File: config.mk
export PLATFORM = sky130hd
export DESIGN_NAME = hps_device_flat
export DESIGN_NICKNAME = d
export VERILOG_FILES = /design/src/rtl/hps_pkg.sv /design/src/rtl/hps_if.sv /design/src/rtl/hps_device.sv /design/src/flat_wrapper.sv
export VERILOG_INCLUDE_DIRS = /design/src /design/src/rtl
export SDC_FILE = /design/constraint.sdc
export NUM_CORES = 1
export LEC_CHECK = 0
export ABC_AREA = 1
export BUFFER_PORTS_ARGS = -buffer_cell sky130_fd_sc_hd__buf_2
export CELL_PAD_IN_SITES_DETAIL_PLACEMENT = 1
export CELL_PAD_IN_SITES_GLOBAL_PLACEMENT = 1
export CORE_MARGIN = 2
export CORE_UTILIZATION = 41
export CTS_CLUSTER_SIZE = 20
export DETAILED_ROUTE_END_ITERATION = 8
export MAX_ROUTING_LAYER = met4
export PLACE_DENSITY = 0.89
export SLEW_MARGIN = 15
export SYNTH_ARGS = -nofsm -noshare
export SYNTH_HDL_FRONTEND = slang
export SYNTH_SLANG_ARGS = --single-unit
File: constraint.sdc
create_clock -name i_clk -period 4.4 [get_ports i_clk]
set_input_delay 0.22 -clock i_clk [delete_from_list [all_inputs] [get_ports i_clk]]
set_output_delay 0.22 -clock i_clk [all_outputs]
set_load 0.03 [all_outputs]
File: src/rtl/hps_defs.svh
// Constants for the host port pin select and decode block
`ifndef HPS_DEFS_SVH
`define HPS_DEFS_SVH

// ****************************************************************
// Select encodings, ready value, phase numbers and bus widths
// ****************************************************************
`define HPS_SEL_CTRL      2'h0
`define HPS_SEL_DATA_INC  2'h1
`define HPS_SEL_ADDR      2'h2
`define HPS_SEL_DATA      2'h3
`define HPS_RDY_RESET     1'h1
`define HPS_PH_STROBE     2'h1
`define HPS_PH_LAST       2'h3
`define HPS_DATA_W        8
`define HPS_WORD_W        16

`endif

File: src/rtl/hps_pkg.sv
// Types for the host port; the register type is shared by both ends, the mode type is device only
package hps_pkg;
	typedef enum logic [1:0] {
		HPS_REG_CTRL,
		HPS_REG_DATA_INC,
		HPS_REG_ADDR,
		HPS_REG_DATA
	} hps_reg_t;

	typedef enum logic {
		HPS_MODE_GPIO,
		HPS_MODE_HOST
	} hps_mode_t;
endpackage : hps_pkg

File: src/rtl/hps_if.sv
// Pin-level interface between the external host and the device port
`timescale 1ns/1ps
interface hps_if;
	logic       hc0_o;     // Host drive of control pin 0 (address strobe, low active)
	logic       hc0_oe_n;  // Host enable for control pin 0, low = drives
	logic       hc1_o;     // Host drive of control pin 1 (byte ident)
	logic       hc1_oe_n;
	logic       dev_hc0_o; // Device drive when pin is general-purpose output
	logic       dev_hc0_oe_n;
	logic       dev_hc1_o;
	logic       dev_hc1_oe_n;
	logic [1:0] reg_select;
	logic       chip_select_n;
	logic       read_write;   // 1 = read
	logic       data_strobe_1_n;
	logic       data_strobe_2_n;
	logic [7:0] hd_host_o;
	logic       hd_host_oe_n;
	logic [7:0] hd_dev_o;
	logic       hd_dev_oe_n;
	logic       ready_o;
	logic       ready_oe_n;
	logic       port_enable;

	modport device (
		input  hc0_o, hc0_oe_n, hc1_o, hc1_oe_n, reg_select, chip_select_n,
		input  read_write, data_strobe_1_n, data_strobe_2_n, hd_host_o, hd_host_oe_n,
		input  port_enable,
		output dev_hc0_o, dev_hc0_oe_n, dev_hc1_o, dev_hc1_oe_n,
		output hd_dev_o, hd_dev_oe_n, ready_o, ready_oe_n
	);
	modport host (
		output hc0_o, hc0_oe_n, hc1_o, hc1_oe_n, reg_select, chip_select_n,
		output read_write, data_strobe_1_n, data_strobe_2_n, hd_host_o, hd_host_oe_n,
		output port_enable,
		input  dev_hc0_o, dev_hc0_oe_n, dev_hc1_o, dev_hc1_oe_n,
		input  hd_dev_o, hd_dev_oe_n, ready_o, ready_oe_n
	);
endinterface : hps_if

File: src/rtl/hps_device.sv
// Device end: strap-selected pin function and host access decode
// Behaviour
// RQ1 - Strap low: pin 0 is GPIO input
// RQ2 - Strap high: pin 0 is address strobe input
// RQ3 - Address strobe latches address register
// RQ4 - Address strobe only in multiplexed mode
// RQ5 - Strap fixed when reset is released
// RQ6 - Strap low: pin 1 is GPIO input
// RQ7 - Strap high: pin 1 is byte ident
// RQ8 - Host marks first or second byte
// RQ9 - Select pins pick one of four registers
// RQ10 - Chip select low selects; high ignored
// RQ11 - Host waits for reset release
// RQ12 - Read/write pin steers the access
// RQ13 - Address and data share 8-bit bus
// RQ14 - Port enable low floats all outputs
// RQ15 - Ready floats in reset, then drives 1
// RQ16 - Data strobes move data in and out
// RQ17 - Select 00 ctrl,01 inc,10 addr,11 data
// RQ18 - Ident low first byte, high second
`timescale 1ns/1ps
`include "hps_defs.svh"
module hps_device (
	input  wire logic               i_clk,
	input  wire logic               i_rst,
	input  wire logic               i_boot_strap_pin,
	hps_if.device                   port,
	output logic                    o_host_mode,
	output logic [1:0]              o_gpio_in,
	output logic [15:0]             o_host_addr_reg,
	output logic [15:0]             o_host_ctrl_reg,
	output logic [15:0]             o_host_data_reg,
	output logic                    o_wr_pulse,
	output hps_pkg::hps_reg_t       o_wr_target
);
	import hps_pkg::*;

	// ****************************************************************
	// Pin synchronisers
	// ****************************************************************
	localparam int SW = 16;
	logic [SW-1:0] s1_ff, s2_ff, nxt_s1;
	logic          hc0_pin, hc1_pin;

	// Resolved pin levels as seen at the device pads
	always_comb begin
		hc0_pin = port.hc0_oe_n ? 1'b1 : port.hc0_o;
		hc1_pin = port.hc1_oe_n ? 1'b0 : port.hc1_o;
		nxt_s1  = {i_boot_strap_pin, port.port_enable, hc0_pin, hc1_pin,
			port.reg_select, port.chip_select_n, port.read_write,
			port.data_strobe_1_n, port.data_strobe_2_n, port.hd_host_o[5:0]};
	end

	logic [1:0] hdh_s1_ff, hdh_s2_ff;
	always_ff @(posedge i_clk or posedge i_rst) begin
		if (i_rst) begin
			s1_ff     <= '0;
			s2_ff     <= '0;
			hdh_s1_ff <= '0;
			hdh_s2_ff <= '0;
		end else begin
			s1_ff     <= nxt_s1;
			s2_ff     <= s1_ff;
			hdh_s1_ff <= port.hd_host_o[7:6];
			hdh_s2_ff <= hdh_s1_ff;
		end
	end

	logic       strap_s, en_s, as_n_s, bil_s, cs_n_s, rw_s, ds1_n_s, ds2_n_s;
	logic [1:0] sel_s;
	logic [7:0] hd_s;
	always_comb begin
		strap_s = s2_ff[15];
		en_s    = s2_ff[14];
		as_n_s  = s2_ff[13];
		bil_s   = s2_ff[12];
		sel_s   = s2_ff[11:10];
		cs_n_s  = s2_ff[9];
		rw_s    = s2_ff[8];
		ds1_n_s = s2_ff[7];
		ds2_n_s = s2_ff[6];
		hd_s    = {hdh_s2_ff, s2_ff[5:0]};
	end

	// ****************************************************************
	// Strap capture after reset release
	// ****************************************************************
	// The strap is sampled by a clocked process after release, never by the reset itself
	logic      strap_done_ff, nxt_strap_done;
	hps_mode_t mode_ff, nxt_mode;
	logic [1:0] rel_ff;
	always_comb begin
		nxt_strap_done = strap_done_ff | rel_ff[1];
		nxt_mode       = mode_ff;
		if (!strap_done_ff && rel_ff[1])
			nxt_mode = strap_s ? HPS_MODE_HOST : HPS_MODE_GPIO; // RQ5
	end

	always_ff @(posedge i_clk or posedge i_rst) begin
		if (i_rst) begin
			rel_ff        <= '0;
			strap_done_ff <= 1'b0;
			mode_ff       <= HPS_MODE_GPIO;
		end else begin
			rel_ff        <= {rel_ff[0], 1'b1};
			strap_done_ff <= nxt_strap_done;
			mode_ff       <= nxt_mode;
		end
	end

	logic host_m;
	assign host_m = (mode_ff == HPS_MODE_HOST) && strap_done_ff;

	// ****************************************************************
	// Pin direction: both control pins are inputs in either function
	// ****************************************************************
	// GPIO function comes up as input, so the device never drives the control pins
	assign port.dev_hc0_o    = 1'b0;
	assign port.dev_hc0_oe_n = 1'b1; // RQ1 RQ2
	assign port.dev_hc1_o    = 1'b0;
	assign port.dev_hc1_oe_n = 1'b1; // RQ6 RQ7
	assign o_host_mode       = host_m;
	assign o_gpio_in         = host_m ? 2'h0 : {bil_s, as_n_s}; // RQ1 RQ6

	// ****************************************************************
	// Host access decode and byte assembly
	// ****************************************************************
	function automatic hps_reg_t dec_sel(input logic [1:0] s);
		case (s)
			`HPS_SEL_CTRL:     dec_sel = HPS_REG_CTRL;
			`HPS_SEL_DATA_INC: dec_sel = HPS_REG_DATA_INC;
			`HPS_SEL_ADDR:     dec_sel = HPS_REG_ADDR;
			default:           dec_sel = HPS_REG_DATA;
		endcase
	endfunction : dec_sel

	logic        ds_n, ds_prev_ff, as_prev_ff, nxt_ds_prev, nxt_as_prev;
	logic        ds_fall, ds_rise, as_fall, active;
	logic [7:0]  lo_ff, nxt_lo;
	logic [15:0] addr_ff, ctrl_ff, data_ff, nxt_addr, nxt_ctrl, nxt_data;
	logic [7:0]  rd_ff, nxt_rd;
	logic        rd_oe_ff, nxt_rd_oe, wr_ff, nxt_wr;
	hps_reg_t    tgt_ff, nxt_tgt, tgt;

	always_comb begin
		ds_n        = ds1_n_s ^ ds2_n_s ? 1'b0 : ds1_n_s; // strobe is the AND of both, low when either is low
		active      = host_m && en_s && !cs_n_s; // RQ10 RQ14
		nxt_ds_prev = ds_n;
		nxt_as_prev = as_n_s;
		ds_fall     = ds_prev_ff && !ds_n && active;
		ds_rise     = !ds_prev_ff && ds_n && active;
		as_fall     = as_prev_ff && !as_n_s && active; // RQ4
		tgt         = dec_sel(sel_s); // RQ9 RQ17
		nxt_lo      = lo_ff;
		nxt_addr    = addr_ff;
		nxt_ctrl    = ctrl_ff;
		nxt_data    = data_ff;
		nxt_rd      = rd_ff;
		nxt_rd_oe   = rd_oe_ff && active;
		nxt_wr      = 1'b0;
		nxt_tgt     = tgt_ff;
		// Address strobe: latch one address byte from the bus, low or high as byte ident picks
		if (as_fall) begin
			if (!bil_s) nxt_addr[7:0]  = hd_s; // RQ3 RQ18
			else        nxt_addr[15:8] = hd_s;
		end
		if (ds_fall && rw_s) begin // RQ12
			nxt_rd_oe = 1'b1;
			case (tgt)
				HPS_REG_CTRL: nxt_rd = bil_s ? ctrl_ff[15:8] : ctrl_ff[7:0];
				HPS_REG_ADDR: nxt_rd = bil_s ? addr_ff[15:8] : addr_ff[7:0];
				default:      nxt_rd = bil_s ? data_ff[15:8] : data_ff[7:0];
			endcase
		end
		// Writes take effect when the strobe rises; second byte commits the word
		if (ds_rise) begin
			nxt_rd_oe = 1'b0;
			if (!rw_s) begin
				if (!bil_s) begin
					nxt_lo = hd_s; // RQ13 RQ18
				end else begin
					nxt_wr  = 1'b1;
					nxt_tgt = tgt;
					case (tgt)
						HPS_REG_CTRL: nxt_ctrl = {hd_s, lo_ff};
						HPS_REG_ADDR: nxt_addr = {hd_s, lo_ff};
						default:      nxt_data = {hd_s, lo_ff};
					endcase
				end
			end
			// Autoincrement after the second byte of a data-increment access
			if (bil_s && tgt == HPS_REG_DATA_INC)
				nxt_addr = nxt_addr + 16'h0001;
		end
	end

	always_ff @(posedge i_clk or posedge i_rst) begin
		if (i_rst) begin
			ds_prev_ff <= 1'b1;
			as_prev_ff <= 1'b1;
			lo_ff      <= '0;
			addr_ff    <= '0;
			ctrl_ff    <= '0;
			data_ff    <= '0;
			rd_ff      <= '0;
			rd_oe_ff   <= 1'b0;
			wr_ff      <= 1'b0;
			tgt_ff     <= HPS_REG_CTRL;
		end else begin
			ds_prev_ff <= nxt_ds_prev;
			as_prev_ff <= nxt_as_prev;
			lo_ff      <= nxt_lo;
			addr_ff    <= nxt_addr;
			ctrl_ff    <= nxt_ctrl;
			data_ff    <= nxt_data;
			rd_ff      <= nxt_rd;
			rd_oe_ff   <= nxt_rd_oe;
			wr_ff      <= nxt_wr;
			tgt_ff     <= nxt_tgt;
		end
	end

	// ****************************************************************
	// Outputs toward the host
	// ****************************************************************
	// Ready floats in reset and whenever the port is disabled
	assign port.ready_o     = `HPS_RDY_RESET; // RQ15
	assign port.ready_oe_n  = !(strap_done_ff && host_m && en_s); // RQ14 RQ15
	assign port.hd_dev_o    = rd_ff;
	assign port.hd_dev_oe_n = !(rd_oe_ff && en_s); // RQ14
	assign o_host_addr_reg  = addr_ff;
	assign o_host_ctrl_reg  = ctrl_ff;
	assign o_host_data_reg  = data_ff;
	assign o_wr_pulse       = wr_ff;
	assign o_wr_target      = tgt_ff;
endmodule : hps_device

File: src/flat_wrapper.sv
// flat-port wrapper written by rule: the top's interface ports become plain ports
module hps_device_flat import hps_pkg::*;
  (i_clk, i_rst, i_boot_strap_pin, o_host_mode, o_gpio_in, o_host_addr_reg, o_host_ctrl_reg, o_host_data_reg, o_wr_pulse, o_wr_target, port_hc0_o, port_hc0_oe_n, port_hc1_o, port_hc1_oe_n, port_reg_select, port_chip_select_n, port_read_write, port_data_strobe_1_n, port_data_strobe_2_n, port_hd_host_o, port_hd_host_oe_n, port_port_enable, port_dev_hc0_o, port_dev_hc0_oe_n, port_dev_hc1_o, port_dev_hc1_oe_n, port_hd_dev_o, port_hd_dev_oe_n, port_ready_o, port_ready_oe_n);
  hps_if port_i ();
  input  wire logic i_clk;
  input  wire logic i_rst;
  input  wire logic i_boot_strap_pin;
  output logic o_host_mode;
  output logic [1:0] o_gpio_in;
  output logic [15:0] o_host_addr_reg;
  output logic [15:0] o_host_ctrl_reg;
  output logic [15:0] o_host_data_reg;
  output logic o_wr_pulse;
  output hps_pkg::hps_reg_t o_wr_target;
  input wire logic [$bits(port_i.hc0_o)-1:0] port_hc0_o;
  input wire logic [$bits(port_i.hc0_oe_n)-1:0] port_hc0_oe_n;
  input wire logic [$bits(port_i.hc1_o)-1:0] port_hc1_o;
  input wire logic [$bits(port_i.hc1_oe_n)-1:0] port_hc1_oe_n;
  input wire logic [$bits(port_i.reg_select)-1:0] port_reg_select;
  input wire logic [$bits(port_i.chip_select_n)-1:0] port_chip_select_n;
  input wire logic [$bits(port_i.read_write)-1:0] port_read_write;
  input wire logic [$bits(port_i.data_strobe_1_n)-1:0] port_data_strobe_1_n;
  input wire logic [$bits(port_i.data_strobe_2_n)-1:0] port_data_strobe_2_n;
  input wire logic [$bits(port_i.hd_host_o)-1:0] port_hd_host_o;
  input wire logic [$bits(port_i.hd_host_oe_n)-1:0] port_hd_host_oe_n;
  input wire logic [$bits(port_i.port_enable)-1:0] port_port_enable;
  output wire logic [$bits(port_i.dev_hc0_o)-1:0] port_dev_hc0_o;
  output wire logic [$bits(port_i.dev_hc0_oe_n)-1:0] port_dev_hc0_oe_n;
  output wire logic [$bits(port_i.dev_hc1_o)-1:0] port_dev_hc1_o;
  output wire logic [$bits(port_i.dev_hc1_oe_n)-1:0] port_dev_hc1_oe_n;
  output wire logic [$bits(port_i.hd_dev_o)-1:0] port_hd_dev_o;
  output wire logic [$bits(port_i.hd_dev_oe_n)-1:0] port_hd_dev_oe_n;
  output wire logic [$bits(port_i.ready_o)-1:0] port_ready_o;
  output wire logic [$bits(port_i.ready_oe_n)-1:0] port_ready_oe_n;
  assign port_i.hc0_o = port_hc0_o;
  assign port_i.hc0_oe_n = port_hc0_oe_n;
  assign port_i.hc1_o = port_hc1_o;
  assign port_i.hc1_oe_n = port_hc1_oe_n;
  assign port_i.reg_select = port_reg_select;
  assign port_i.chip_select_n = port_chip_select_n;
  assign port_i.read_write = port_read_write;
  assign port_i.data_strobe_1_n = port_data_strobe_1_n;
  assign port_i.data_strobe_2_n = port_data_strobe_2_n;
  assign port_i.hd_host_o = port_hd_host_o;
  assign port_i.hd_host_oe_n = port_hd_host_oe_n;
  assign port_i.port_enable = port_port_enable;
  assign port_dev_hc0_o = port_i.dev_hc0_o;
  assign port_dev_hc0_oe_n = port_i.dev_hc0_oe_n;
  assign port_dev_hc1_o = port_i.dev_hc1_o;
  assign port_dev_hc1_oe_n = port_i.dev_hc1_oe_n;
  assign port_hd_dev_o = port_i.hd_dev_o;
  assign port_hd_dev_oe_n = port_i.hd_dev_oe_n;
  assign port_ready_o = port_i.ready_o;
  assign port_ready_oe_n = port_i.ready_oe_n;
  hps_device u_core (.i_clk(i_clk), .i_rst(i_rst), .i_boot_strap_pin(i_boot_strap_pin), .port(port_i), .o_host_mode(o_host_mode), .o_gpio_in(o_gpio_in), .o_host_addr_reg(o_host_addr_reg), .o_host_ctrl_reg(o_host_ctrl_reg), .o_host_data_reg(o_host_data_reg), .o_wr_pulse(o_wr_pulse), .o_wr_target(o_wr_target));
endmodule
==> metrics.csv <==
metric,value,unit
status,finished with violations,
violations,hold timing,
rsz0062_at_grt,no,
die_x,117,um
cp_data_required_time,4.64,ns
final_core_util,49.6,%
period_needed,3.19,ns
num_rows,41,
cts_buffers,9,
pre_cts_ws,1.23,ns
worst_slack,1.21,ns
dp_hpwl,11800,um
clkTransAtPathRegs,0.08,ns
hold_class,input port to async pin,
cp_max_fo,21,
ys.flop_type,dfrtp_1,
cap_violations,0,
die_area,13600,sq um
fmax,0.313,GHz
grtUsageTotal,26.5,%
clock_latency,0.36,ns
netlist_area,5190,sq um
cts_resized,0,
drt-initial-drc-count,271,
die_h,117,um
postRouteAntennaNets,0,
core_area,12500,sq um
yosys_warnings,0,
critPathArrivalTime,3.44,ns
grt-ovfl-total,0,
clock_skew,0.0120,ns
drc_errors,0,
wl_per_cell,18.2,um
use_met3,3.53,%
slew_headroom,32.0,%
final_common_cell,nand2_1,
whs,-0.0108,ns
ys_types,37,
cts.sinks,110,
vdd_ir_drop_max,383,uV
firstDrtPassIters,4,
ys_seq_elements,110,
synth_edf_count,0,
drive_above_1_share,18.9,%
grt_busiest_layer,met2,
end_kind,register,
met2_usage,44.0,%
io_pins,92,
cts_buffer_depth,2,
grt_pass1_wl,26200,um
worstSetupStartpointType,register,
ys_seq_area_share,53.0,%
worst-path-buf-inv,4,
avgSynthCellArea,8.19,sq um
cts_tree,done,
drt-vias-per-instance,5.31,
cts-root-buf,clkbuf_16,
seq_area,2760,sq um
period_share,72.6,%
mostFrequentLayoutCells,"172 x nand2_1, 108 x dfrtp_1, 85 x buf_2, 84 x o21ai_0, 55 x nor2_1",
grt_pass1_vias,5104,
fin_nets,749,
synth_cells,634,
gr-usage-met1,31.8,%
max_slew.worst_pin.slew,1.02,ns
hold_viol_final,14,
tns,0,ns
finalSetupViolations,0,
htreeDepth,3,
p_leak,3.09,nW
slowest_stage,nor3_4,
critical_path_class,register to register,
power.density,477,nW/um^2
initial_utilization,41.5,%
port_buffers,85,
routed_wl,16400,um
grt_antenna_before_repair,0,
place.gp.congestion,0.907,
grt_max_degree,61,
multi_input_area,2080,sq um
worstPathCellList,inv_2 -> nand2_4 -> nor3_4 -> inv_2 -> a21boi_2 -> ha_1 -> inv_1 -> nor2_1 -> inv_1 -> nor3_2 -> nand3_1 -> nand3_1 -> nand2_1,
fill_cells,1579,
antenna_cells,0,
async_reset_ff_share,100,%
area_growth,19.4,%
cpPeakStageDelay,0.59,ns
drv_slew,0,
vias,4787,
crit_family,simple AND/OR/NAND/NOR gates,
-- power by group --
part	leakage, nW	switching [W]	internal, W	total [W]
combinational	1.55	0.000617	0.000250	0.000867
clock	0.143	0.000408	0.000453	0.000861
sequential	1.39	0.000106	0.00113	0.00123
-- synthesized netlist by cell type, types with 5 or more instances --
library cell / count / area share, %
a21oi_1: 11 / 1.1
buf_2: 5 / 0.48
buf_4: 8 / 1.2
clkbuf_1: 15 / 1.1
dfrtp_1: 108 / 52
inv_1: 49 / 3.5
inv_2: 6 / 0.43
nand2_1: 172 / 12
nand3_1: 54 / 5.2
nand4_1: 5 / 0.60
nor2_1: 55 / 4.0
nor2_2: 6 / 0.72
o21ai_0: 84 / 8.1
o21ai_1: 8 / 0.77
-- repair_timing --
item | CTS | global route
buffers inserted | 0 | 0
endpoints found under the hold margin | 16 | 0
hold buffers | 16 | 0
-- layer usage --
layer	vias up	part of all wire, %
met5	-	0
met4	0	3.7
met3	39	5.3
met2	157	50
met1	2368	41
li1	2223	-
-- final timing paths --
path / startpoint / endpoint / slack (ns) / cells after the start
worst min register to register: u_core.s1_ff[3]$_DFF_PP0_ / u_core.s2_ff[3]$_DFF_PP0_ / 0.35 / 0
max in group asynchronous: i_rst / u_core.o_host_ctrl_reg[14]$_DFFE_PP0P_ / 3.27 / 3
min in group i_clk: port_hc1_oe_n / u_core.s1_ff[12]$_DFF_PP0_ / 0.01 / 2
worst max-delay path: u_core.s2_ff[10]$_DFF_PP0_ / u_core.o_host_addr_reg[8]$_DFF_PP0_ / 1.21 / 13
worst max register to register: u_core.s2_ff[10]$_DFF_PP0_ / u_core.o_host_addr_reg[8]$_DFF_PP0_ / 1.21 / 13
worst min-delay path: i_rst / u_core.s1_ff[15]$_DFF_PP0_ / -0.01 / 2
-- through the flow --
| stage | instance area (sq um) | total power [W] | cells | hold WS [ns] |
|---|---|---|---|---|
| 4_1_cts | 6200 | 0.00297 | 902 | 0.000189 |
| 6_report | 6200 | 0.00296 | 902 | -0.0108 |
| 5_1_grt | 6200 | 0.00313 | 902 | 0.0157 |
| 3_3_place_gp | 5740 | 0.00205 | 870 | 0.327 |
| 2_1_floorplan | 5210 | 0.00182 | 638 | 0.251 |
| 3_5_place_dp | 5740 | 0.00210 | 870 | 0.330 |
-- cells by family (layout without fill, tap and decap cells) --
group | Yosys count | count (layout) | synth area share, %
other cells | 2 | 6 | 0.145
buf+inv | 87 | 179 | 7.13
simple gates | 306 | 306 | 25.5
flops | 110 | 110 | 53.0
compound gates | 124 | 124 | 13.2
xor+xnor | 4 | 4 | 0.674
fa+ha+maj | 1 | 1 | 0.241
-- cell type report --
type	instances	share of cell area [%]
multi-input cells	441	33.6
clock inverters	6	1.23
flip-flops and latches	110	44.4
clock buffers	10	3.69
inverters	56	3.43
repair buffers	107	10.2
well taps	172	3.47
(Power assumes the default switching activity.)
